[src/inc/iowdt_pkg.sv]
// package of constants for the i/o port watchdog
// Summary of operation
// - A host write of a nonzero code to i/o port 443 hex loads the timeout and starts the countdown.
// - Each count of the written code is one second, so 01 is 1 s and 3E is 62 s.
// - Every further write of a nonzero code reloads the written interval and restarts the countdown; a write of 00 stops it.
// - A read of the port stops and disables the watchdog until the next write.
// - On expiry without a refresh the block resets the cpu or raises an interrupt.
package iowdt_pkg;
  localparam logic [15:0] WDT_PORT_ADDR = 16'h0443;
  localparam logic [7:0] CODE_MIN = 8'h01;
  localparam logic [7:0] CODE_MAX = 8'h3E;
  localparam logic [7:0] CODE_RESET = 8'h00;
  localparam int CLK_HZ = 125000000;
  localparam int SEC_CYCLES = CLK_HZ;
  localparam int PULSE_NS = 1000;
  localparam int PULSE_CYCLES = (PULSE_NS * 125 + 999) / 1000;
  localparam bit ACT_RESET = 1'b0;
endpackage : iowdt_pkg

[src/rtl/iowdt_tick.sv]
// one-second time base for the watchdog
`timescale 1ns/1ps
`default_nettype none
module iowdt_tick #(
  parameter int PERIOD = 125000000
) (
  input wire logic clk_sys,
  input wire logic rst,
  input wire logic restart,
  output logic tick
);
  logic [31:0] cnt;
  logic [31:0] next_cnt;
  always_comb begin
    next_cnt = cnt + 32'h00000001;
    if (restart || cnt == 32'(PERIOD - 1)) begin
      next_cnt = 32'h00000000;
    end
  end
  always_ff @(posedge clk_sys) begin
    if (rst) begin
      cnt <= 32'h00000000;
    end else begin
      cnt <= next_cnt;
    end
  end
  assign tick = !restart && cnt == 32'(PERIOD - 1);
endmodule : iowdt_tick
`default_nettype wire

[src/rtl/iowdt_top.sv]
// i/o port watchdog: port decode, countdown and expiry action
`timescale 1ns/1ps
`default_nettype none
module iowdt_top
  import iowdt_pkg::*;
#(
  parameter int SEC_PERIOD = SEC_CYCLES
) (
  input wire logic clk_sys,
  input wire logic rst,
  input wire logic [15:0] ioAddr,
  input wire logic ioWrite,
  input wire logic ioRead,
  input wire logic [7:0] ioWdata,
  input wire logic actionIrq,
  output logic [7:0] ioRdata,
  output logic ioRdataValid,
  output logic cpuReset,
  output logic irqReq,
  output logic wdtEnabled
);
  // ****************************************
  // port decode
  // ****************************************
  logic hit;
  logic wrHit;
  logic rdHit;
  logic tick;
  assign hit = ioAddr == WDT_PORT_ADDR;
  assign wrHit = hit && ioWrite;
  assign rdHit = hit && ioRead && !ioWrite;

  iowdt_tick #(.PERIOD(SEC_PERIOD)) iowdt_tick_i (
    .clk_sys(clk_sys),
    .rst(rst),
    .restart(wrHit),
    .tick(tick)
  );

  // ****************************************
  // countdown
  // ****************************************
  logic enabled;
  logic next_enabled;
  logic [7:0] remain;
  logic [7:0] next_remain;
  logic [7:0] code;
  logic [7:0] next_code;
  logic expire;
  logic [7:0] pulseCnt;
  logic [7:0] next_pulseCnt;
  logic irq;
  logic next_irq;
  logic [7:0] rdata;
  logic [7:0] next_rdata;
  logic rvalid;

  always_comb begin
    next_enabled = enabled;
    next_remain = remain;
    next_code = code;
    expire = 1'b0;
    if (wrHit) begin
      // a code of zero would not expire but wrap to FF on the next tick; treat it as disable
      next_code = ioWdata;
      next_remain = ioWdata;
      next_enabled = ioWdata != CODE_RESET;
    end else if (rdHit) begin
      next_enabled = 1'b0;
    end else if (enabled && tick) begin
      if (remain == 8'h01) begin
        expire = 1'b1;
        next_enabled = 1'b0;
        next_remain = 8'h00;
      end else begin
        next_remain = remain - 8'h01;
      end
    end
  end

  // ****************************************
  // expiry action and read data
  // ****************************************
  always_comb begin
    next_pulseCnt = pulseCnt;
    next_irq = irq;
    if (expire && actionIrq == ACT_RESET) begin
      next_pulseCnt = 8'(PULSE_CYCLES);
    end else if (pulseCnt != 8'h00) begin
      next_pulseCnt = pulseCnt - 8'h01;
    end
    // irq stays up until host services the port; expiry wins
    if (expire && actionIrq != ACT_RESET) begin
      next_irq = 1'b1;
    end else if (hit && (ioWrite || ioRead)) begin
      next_irq = 1'b0;
    end
    next_rdata = rdHit ? remain : 8'h00;
  end

  always_ff @(posedge clk_sys) begin
    if (rst) begin
      enabled <= 1'b0;
      remain <= CODE_RESET;
      code <= CODE_RESET;
      pulseCnt <= 8'h00;
      irq <= 1'b0;
      rdata <= 8'h00;
      rvalid <= 1'b0;
    end else begin
      enabled <= next_enabled;
      remain <= next_remain;
      code <= next_code;
      pulseCnt <= next_pulseCnt;
      irq <= next_irq;
      rdata <= next_rdata;
      rvalid <= rdHit;
    end
  end

  assign ioRdata = rdata;
  assign ioRdataValid = rvalid;
  assign cpuReset = pulseCnt != 8'h00;
  assign irqReq = irq;
  assign wdtEnabled = enabled;

  // ****************************************
  // checks
  // ****************************************
  property p_write_arms;
    @(posedge clk_sys) disable iff (rst)
      (wrHit && ioWdata != 8'h00) |=> (enabled && remain == $past(ioWdata));
  endproperty
  a_write_arms: assert property (p_write_arms) else $error("write did not arm");

  property p_read_disarms;
    @(posedge clk_sys) disable iff (rst)
      rdHit |=> !enabled;
  endproperty
  a_read_disarms: assert property (p_read_disarms) else $error("read did not disarm");

  property p_disabled_quiet;
    @(posedge clk_sys) disable iff (rst)
      !enabled |-> !expire;
  endproperty
  a_disabled_quiet: assert property (p_disabled_quiet) else $error("expiry while off");

  property p_tick_step;
    @(posedge clk_sys) disable iff (rst)
      (enabled && tick && !hit && remain > 8'h01) |=> remain == $past(remain) - 8'h01;
  endproperty
  a_tick_step: assert property (p_tick_step) else $error("count not one per second");

  property p_reload;
    @(posedge clk_sys) disable iff (rst)
      (enabled && wrHit) |=> remain == $past(ioWdata);
  endproperty
  a_reload: assert property (p_reload) else $error("rewrite did not reload");

  property p_reset_pulse;
    @(posedge clk_sys) disable iff (rst)
      (expire && actionIrq == ACT_RESET) |=> cpuReset;
  endproperty
  a_reset_pulse: assert property (p_reset_pulse) else $error("no cpu reset");

  property p_irq_raise;
    @(posedge clk_sys) disable iff (rst)
      (expire && actionIrq != ACT_RESET) |=> irqReq && !cpuReset;
  endproperty
  a_irq_raise: assert property (p_irq_raise) else $error("no interrupt");

  property p_post_reset;
    @(posedge clk_sys) $fell(rst) |-> !enabled && !cpuReset && !irqReq;
  endproperty
  a_post_reset: assert property (p_post_reset) else $error("not off after reset");

  property p_read_data;
    @(posedge clk_sys) disable iff (rst)
      rdHit |=> ioRdataValid && ioRdata == $past(remain);
  endproperty
  a_read_data: assert property (p_read_data) else $error("bad read data");

  property p_rvalid_pulse;
    @(posedge clk_sys) disable iff (rst)
      !rdHit |=> !ioRdataValid;
  endproperty
  a_rvalid_pulse: assert property (p_rvalid_pulse) else $error("stray valid");

  property p_irq_clear;
    @(posedge clk_sys) disable iff (rst)
      (hit && (ioWrite || ioRead)) |=> !irqReq;
  endproperty
  a_irq_clear: assert property (p_irq_clear) else $error("irq not cleared");

  property p_pulse_end;
    @(posedge clk_sys) disable iff (rst)
      (pulseCnt == 8'h01 && !expire) |=> !cpuReset;
  endproperty
  a_pulse_end: assert property (p_pulse_end) else $error("pulse too long");

  property p_zero_disables;
    @(posedge clk_sys) disable iff (rst)
      (wrHit && ioWdata == CODE_RESET) |=> !enabled;
  endproperty
  a_zero_disables: assert property (p_zero_disables) else $error("zero armed");

  property p_off_hold;
    @(posedge clk_sys) disable iff (rst)
      (!enabled && !wrHit) |=> !enabled;
  endproperty
  a_off_hold: assert property (p_off_hold) else $error("armed without write");
endmodule : iowdt_top
`default_nettype wire

[config.mk]
export PLATFORM = sky130hd
export DESIGN_NAME = iowdt_top
export DESIGN_NICKNAME = d
export VERILOG_FILES = /design/src/inc/iowdt_pkg.sv /design/src/rtl/iowdt_tick.sv /design/src/rtl/iowdt_top.sv
export SDC_FILE = /design/constraint.sdc
export NUM_CORES = 1
export LEC_CHECK = 0
export BUFFER_PORTS_ARGS = -buffer_cell sky130_fd_sc_hd__buf_2
export CAP_MARGIN = 40
export CORE_MARGIN = 2
export CORE_UTILIZATION = 40
export CTS_CLUSTER_DIAMETER = 40
export DETAILED_ROUTE_END_ITERATION = 10
export PLACE_DENSITY = 0.56
export SYNTH_ARGS = -nofsm -noshare
export SYNTH_HDL_FRONTEND = slang
export SYNTH_SLANG_ARGS = --single-unit
[constraint.sdc]
create_clock -name clk_sys -period 5.3 [get_ports clk_sys]
set_input_delay 0.795 -clock clk_sys [delete_from_list [all_inputs] [get_ports clk_sys]]
set_output_delay 0.795 -clock clk_sys [all_outputs]
set_load 0.1 [all_outputs]
==> impl_results.md, run 1 <==
- Vias: 2638
- Worst path top cell family by delay: simple AND/OR/NAND/NOR gates
- Area of the multi-input gates: roughly 0.0017 sq mm
- # resized after CTS: 0
- Commonest cells post-synth: dfxtp_1 (59), nor2_1 (47), xor2_1 (22)
- Initial core utilization: between 40% and 50%
- Io pins: between 40 and 50
- Site Rows: 31
- Clock Skew: 0.007575 ns
- CTS Root Cell: clkbuf_8
- Setup Fix Bufs, Post-CTS: 0
- Slew margin rel.: 38.75%
- Routed Antenna Nets: 0
- Pwr dens: 298.3 mW/mm^2
- Worst Path Buf+Inv: 3
- HPWL after DPL: 4.844 mm
- Avg WL per Cell: 13.90 um
- Most frequent cell after synthesis: dfxtp_1
- Final Max Tran Viols: 0
- IR drop worst, VDD: 0.1451 mV
- Post-synth top flop: dfxtp_1
- Post-synth EDFFs: 0
- Layout cells sized above 1: roughly a fifth
- Data arrival, critical path: 2.34 ns
- Mapped Area: 0.002985 sq mm
- Worst EP required: 4.51 ns
- Post-Synth Simple-Gate Area: 34.74%
- Compound-Gate Fraction of Synth Area: between 10% and 20%
- Largest cells by area after synthesis: dfxtp_1 (40%), xor2_1 (6.5%), nor2_1 (5.9%)
- Crit-path max FO: 5
- DRC violations left: 0
- Fill count: 750
- Post-synth top area share: 39.56%
- Final period utilization: 59.20%
- MaxCap Viol Count: 0
- XOR/XNOR share of the synthesized area: a little under a tenth
- Hold Crit Class: reg -> reg
- CP Cell Sequence: inv_1 > ha_1 > or4b_2 > nor2b_1 > inv_1 > buf_2
- CP endpoint kind: output pin
- CP dominant cell by count: inv_1
- Multiplexer share of the synthesized area: between 1 and 1.5%
- Post-synthesis cell type with the largest combined area: dfxtp_1
- Hold Vio Cnt, Final: 0
- Setup TNS: 0 ns
- CTS H-tree depth: 3
- Routed WL: 6.770 mm
- Fin crit period: 3.138 ns
- Worst r2r path cells: 7
- Yosys warns: 0
- Largest net degree at the start of global routing: 33
- Pre-Repair DR Iteration Count: 5
- Synth-to-layout area growth: 14.59%
- Final count of negative-setup-slack endpoints: 0
- Worst-margin pin slew: roughly 0.9 ns
- Avg Cell Area, Syn: 8.653 sq um
- Total gr overflow: 0
- Register area share after synthesis: 39.56%
- ANT cells: 0
- Largest buffer count on any clock path: 2
- Post-Syn Nets: around 380
- Status: complete, no violations
- Die Ht: 90.39 um
- Vias in the first global route: approximately 2500
- Sequential standard cell area: 0.001181 sq mm
- Final Core Density: 47.16%
- Antenna violations before repair: 0
- Worst-Skew Late Latency: 0.34 ns
- CTS clk-pin slew, worst paths: 0.06 ns
- Routability Congestion: 0.8788
- CTS tree: done
- CP max-delay cell: or4b_2
- Drt initial violations: 122
- Setup crit start kind: flop
- Unrepaired setup endpoints after global routing: no
- GRT Resource Usage Total: 17.96%
- Distinct cell type count after synthesis: 59
- First-pass GRT wire length: 12.01 mm
- Design Area, Final: 0.003421 sq mm
- Area after DPL: between 0.003 and 0.004 sq mm
- FFs w/ async S/R, synth: 0%
- WP depth: 6
- Main combinational cell family by area after synthesis: simple AND/OR/NAND/NOR gates
- Cts bufs inserted: 9
- Vias per Instance: 5.417
- Die area: 0.008170 sq mm
- Crit path kind: reg -> out
- Hold Path Depth: 1
- Post-synthesis adder-cell area fraction: under 10%
- # port buffers: 40
- Core ar.: between 0.007 and 0.008 sq mm
- Layout Nets: 418
- CTS Sinks: 59
- FMAX: between 300 and 400 MHz
- Cells after synthesis: 345
- Die Width: 90.39 um
- Slowest cell delay on critical path: 0.65 ns
- Hold slack: 0.4658 ns
- Hold_buf cts: 0
- Yosys reg bits: 59
- Leak: 0.001334 uW
## per-layer routing
metal  global-route usage [%]  part of all wire (%)  wire, um  up-vias
met5                        0                     0         0        -
met4                    8.718                   2.4       165        0
li1                         -                     -         -     1330
met1                    23.00                    47      3180     1225
met2                    28.13                    46      3119       66
met3                    4.674                   4.5       304       17
## worst paths after layout
kind | to | startpoint | slack (ns)
max | cpuReset | pulseCnt[0]$_SDFFE_PP0P_ | 2.16
min | iowdt_tick_i.cnt[0]$_SDFF_PP0_ | iowdt_tick_i.cnt[0]$_SDFF_PP0_ | 0.47
max reg2reg | iowdt_tick_i.cnt[10]$_SDFF_PP0_ | iowdt_tick_i.cnt[0]$_SDFF_PP0_ | 3.03
min reg2reg | iowdt_tick_i.cnt[0]$_SDFF_PP0_ | iowdt_tick_i.cnt[0]$_SDFF_PP0_ | 0.47
## report_power, final
group	switching, uW	internal [uW]	total [uW]
combinational	127	82.7	210
sequential	19.0	466	485
clock	165	161	325
total	311	710	1020
## per-stage QoR
stage / total power, uW / std cells / setup WS (ns)
floorplan: 663.5 / 345 / 2.623
global placement: 702.5 / 472 / 2.062
detailed placement: 705.3 / 473 / 2.022
CTS: 1036 / 487 / 2.143
global route: 1077 / 487 / 2.030
finish: 1021 / 487 / 2.162
## cell type report
class / instances / area share, %
Clock buffer: 10 / 3.731
Clock inverter: 4 / 0.5852
Inverter: 10 / 1.097
Multi-Input combinational cell: 263 / 50.04
Sequential cell: 59 / 34.53
Tap cell: 99 / 3.621
Timing Repair Buffer: 42 / 6.401
## registers in the layout, summed over array words and instances, names as in the netlist
name / count
iowdt_tick_i.cnt: 32
wdtEnabled: 1
irqReq: 1
remain: 8
ioRdata: 8
ioRdataValid: 1
pulseCnt: 8
## worst register-to-register path, cell delays in order (launching register included)
cell	delay, ns
dfxtp_1	0.37
ha_1	0.27
nor4b_1	0.24
and4_1	0.35
and3_1	0.34
nand2b_1	0.15
buf_4	0.33
nor2_1	0.11
## logic make-up (layout without fill, tap and decap cells)
logic type / Yosys count / count (layout)
xor+xnor: 32 / 32
simple gates: 178 / 178
compound gates: 46 / 46
buf+inv: 23 / 66
fa+ha+maj: 4 / 4
mux: 3 / 3
flops: 59 / 59
## cells in the final DEF (no fill, tap or decap), types with 5 or more instances in the layout
| cell | netlist | final |
|---|---|---|
| buf_2 | 5 | 40 |
| and2_1 | 8 | 8 |
| xor2_1 | 22 | 22 |
| nand2_1 | 21 | 21 |
| xnor2_1 | 10 | 10 |
| nand3_1 | 17 | 17 |
| a21oi_1 | 17 | 17 |
| nor4b_1 | 5 | 5 |
| o21ai_0 | 5 | 5 |
| nand4_1 | 15 | 15 |
| inv_1 | 10 | 10 |
| and4_1 | 6 | 6 |
| nor2_1 | 47 | 47 |
| nor4_1 | 14 | 14 |
| nor3_1 | 10 | 10 |
| clkbuf_8 | 0 | 9 |
| dfxtp_1 | 59 | 59 |
| and3_1 | 7 | 7 |
(Power assumes the default switching activity.)
==> run 2: changes to the inputs <==
Clock period 5.3 ns to 3.1 ns, I/O delays scaled along.
==> run 2 against run 1 <==
Design area rose by 2.4%. Utilization grew 1.1 points. Count of clock-buffer cells in the layout rose by 1. Clock skew grew 0.0038 ns. Non-clock buffer count grew 1. Cell count up 0.62%. Clock power increased by 150%. Critical path type unchanged. Die area unchanged. Wire length increased by 1.4%. Largest power group unchanged. Register-to-register slack got worse by 2.3 ns. Worst hold slack got worse by 0.093 ns. Flip-flop and latch count stayed put.
==> impl_results.md, run 2 (same netlist as run 1, synthesis figures left out) <==
- Status: complete, no violations
- Hold Vio Cnt, Final: 0 (unchanged)
- Clk pwr share: 40.5% (+8.6 points)
- Worst R2R Setup Slack: 0.78 ns (-2.25 ns)
- Die Width: 90.39 um (unchanged)
- Avg WL per Cell: 14.01 um (+0.80%)
- Routed Antenna Nets: 0 (unchanged)
- Worst EP required: 2.63 ns (-1.88 ns)
- # resized after CTS: 0 (unchanged)
- Unrepaired setup endpoints after global routing: no
- MaxCap Viol Count: 0 (unchanged)
- Io pins: 41 (unchanged)
- Top reg by flops: iowdt_tick_i.cnt
- Final period utilization: 90.96%
- Crit-path max FO: 5 (unchanged)
- Crit path kind: reg -> out
- Antenna violations before repair: 0 (unchanged)
- DP Cell Count: 474 (+0.21%)
- Hold Path Depth: 2 (+1)
- Layout cells sized above 1: 20.20% (+0.87 points)
- Post-Place Worst Slack: 0.6273 ns (-1.395 ns)
- Layout Cells excl Fill: 490 (+0.62%)
- Max FFs per register: 32 (unchanged)
- Logic gate share of total power: 17.8% (-2.7 points)
- Largest buffer count on any clock path: 2 (unchanged)
- IR drop worst, VDD: 0.2207 mV (+52%)
- Worst-Skew Late Latency: 0.35 ns (about the same)
- CTS H-tree depth: 3 (unchanged)
- Internal Power: 1430 uW (+100%)
- Design Area, Final: 0.003503 sq mm (+2.4%)
- Worst-margin pin slew: 0.8664 ns (-0.04483 ns)
- Commonest cells after routing, fill and taps aside: dfxtp_1 (59), nor2_1 (47), buf_2 (40), xor2_1 (22), nand2_1 (21)
- Leak: 0.001379 uW (+3.4%)
- Core ar.: 0.007253 sq mm (unchanged)
- FMAX: approximately 350 MHz
- Reg2reg start: iowdt_tick_i.cnt[0]$_SDFF_PP0_
- CTS clk-pin slew, worst paths: 0.07 ns (about the same)
- # port buffers: 40 (unchanged)
- Pwr dens: 568.1 mW/mm^2 (+90%)
- Fin crit period: 2.820 ns
- Sequential group share of total power: 41.7% (-5.9 points)
- WHS Endpoint: remain[1]$_SDFFE_PP0P_
- Initial core utilization: 41.16% (unchanged)
- Setup Fix Bufs, Post-CTS: 0 (unchanged)
- Clock Skew: 0.01133 ns (+0.003760 ns)
- Hold_sp: ioWdata[1]
- CTS Sinks: 59 (unchanged)
- Area after DPL: 0.003277 sq mm (+0.11%)
- Setup crit start kind: flop
- Vias per Instance: 5.345 (-1.3%)
- DRC violations left: 0 (unchanged)
- Most common cell after layout, fill and taps aside: dfxtp_1
- Die Ht: 90.39 um (unchanged)
- Vias: 2619 (-0.72%)
- Site Rows: 31 (unchanged)
- Worst setup margin: 0.2803 ns (-1.882 ns)
- Hold Crit Class: in -> reg
- Hold_buf cts: 0 (unchanged)
- ANT cells: 0 (unchanged)
- Final Max Tran Viols: 0 (unchanged)
- First-pass GRT wire length: 11.90 mm (-0.97%)
- R2r endpoint: iowdt_tick_i.cnt[20]$_SDFF_PP0_
- GRT Resource Usage Total: 17.87% (-0.083 points)
- Psw: 559.7 uW (+80%)
- CP endpoint kind: output pin
- Routability Congestion: 0.9002 (+2.4%)
- Final count of negative-setup-slack endpoints: 0 (unchanged)
- CTS Root Cell: clkbuf_8
- Total gr overflow: 0 (unchanged)
- Pre-Repair DR Iteration Count: 4 (-1)
- Synth-to-layout area growth: 17.35%
- CTS tree: done
- Die area: 0.008170 sq mm (unchanged)
- Drt initial violations: 114 (-6.6%)
- Worst r2r path cells: 7 (unchanged)
- Largest net degree at the start of global routing: 33 (unchanged)
- Routed WL: 6.866 mm (+1.4%)
- Setup TNS: 0 ns (unchanged)
- Switching share of power: 28.12% (-2.3 points)
- Layout Nets: 419 (+0.24%)
- Slew margin rel.: 41.76% (+3.0 points)
- HPWL after DPL: 4.888 mm (+0.90%)
- Cts bufs inserted: 9 (unchanged)
- Data arrival, critical path: 2.35 ns (about the same)
- Vias in the first global route: 2581 (+2.8%)
-- run 2: cell count changes in the layout (fill, tap and decap cells not counted), sizes merged --
cell,previous run,this run
buf,41,43
bufinv,0,2
clkbuf,10,11
clkdlybuf4s15,1,0
clkinv,4,3
-- run 2: worst max path at each step --
stage / end / start / depth (start not counted) / slack, ns
2_1_floorplan: pulseCnt[3]$_SDFFE_PP0P_ / pulseCnt[0]$_SDFFE_PP0P_ / 8 / 0.67
3_3_place_gp: cpuReset / pulseCnt[0]$_SDFFE_PP0P_ / 6 / 0.65
3_5_place_dp: cpuReset / pulseCnt[0]$_SDFFE_PP0P_ / 6 / 0.63
6_report: cpuReset / pulseCnt[0]$_SDFFE_PP0P_ / 6 / 0.28
4_1_cts: cpuReset / pulseCnt[0]$_SDFFE_PP0P_ / 6 / 0.24
5_1_grt: cpuReset / pulseCnt[0]$_SDFFE_PP0P_ / 6 / 0.04
-- run 2: layout make-up --
cell class | instances | area, sq um
flip-flops and latches | 59 | 1181
well taps | 99 | 123.9
inverters | 10 | 37.54
fillers | 745 | 3750
multi-input cells | 263 | 1712
clock inverters | 5 | 75.07
clock buffers | 11 | 151.4
repair buffers | 43 | 222.7
-- run 2: through the flow --
step	power [uW]	util, %	hold slack, ns
after floorplan	1134	-	0.4297
after detailed placement	1204	45.18	0.4500
after CTS	2017	48.30	0.3614
final	1990	48.30	0.3727
after global routing	2097	48.30	0.3677
after global placement	1200	45.18	0.4478
-- run 2: worst max-delay path, cell delays in order, from the launching register on --
cell and delay (ns):
dfxtp_1 0.31, inv_1 0.08, ha_1 0.21, or4b_2 0.63, nor2b_1 0.34, inv_1 0.12
buf_2 0.31
-- run 2: power groups by stage --
stage | sequential [uW] | combinational [uW] | clock, uW
after floorplan | 839 | 295 | 0
after global placement | 846 | 353 | 0
after detailed placement | 847 | 357 | 0
after CTS | 829 | 358 | 829
after global routing | 835 | 403 | 859
final | 829 | 354 | 807
-- run 2: layer usage --
metal  track usage [%]  routed length, um
met1             21.96               3122
met2             28.76               3205
met3             5.843                366
met4             7.564                172
met5                 0                  0
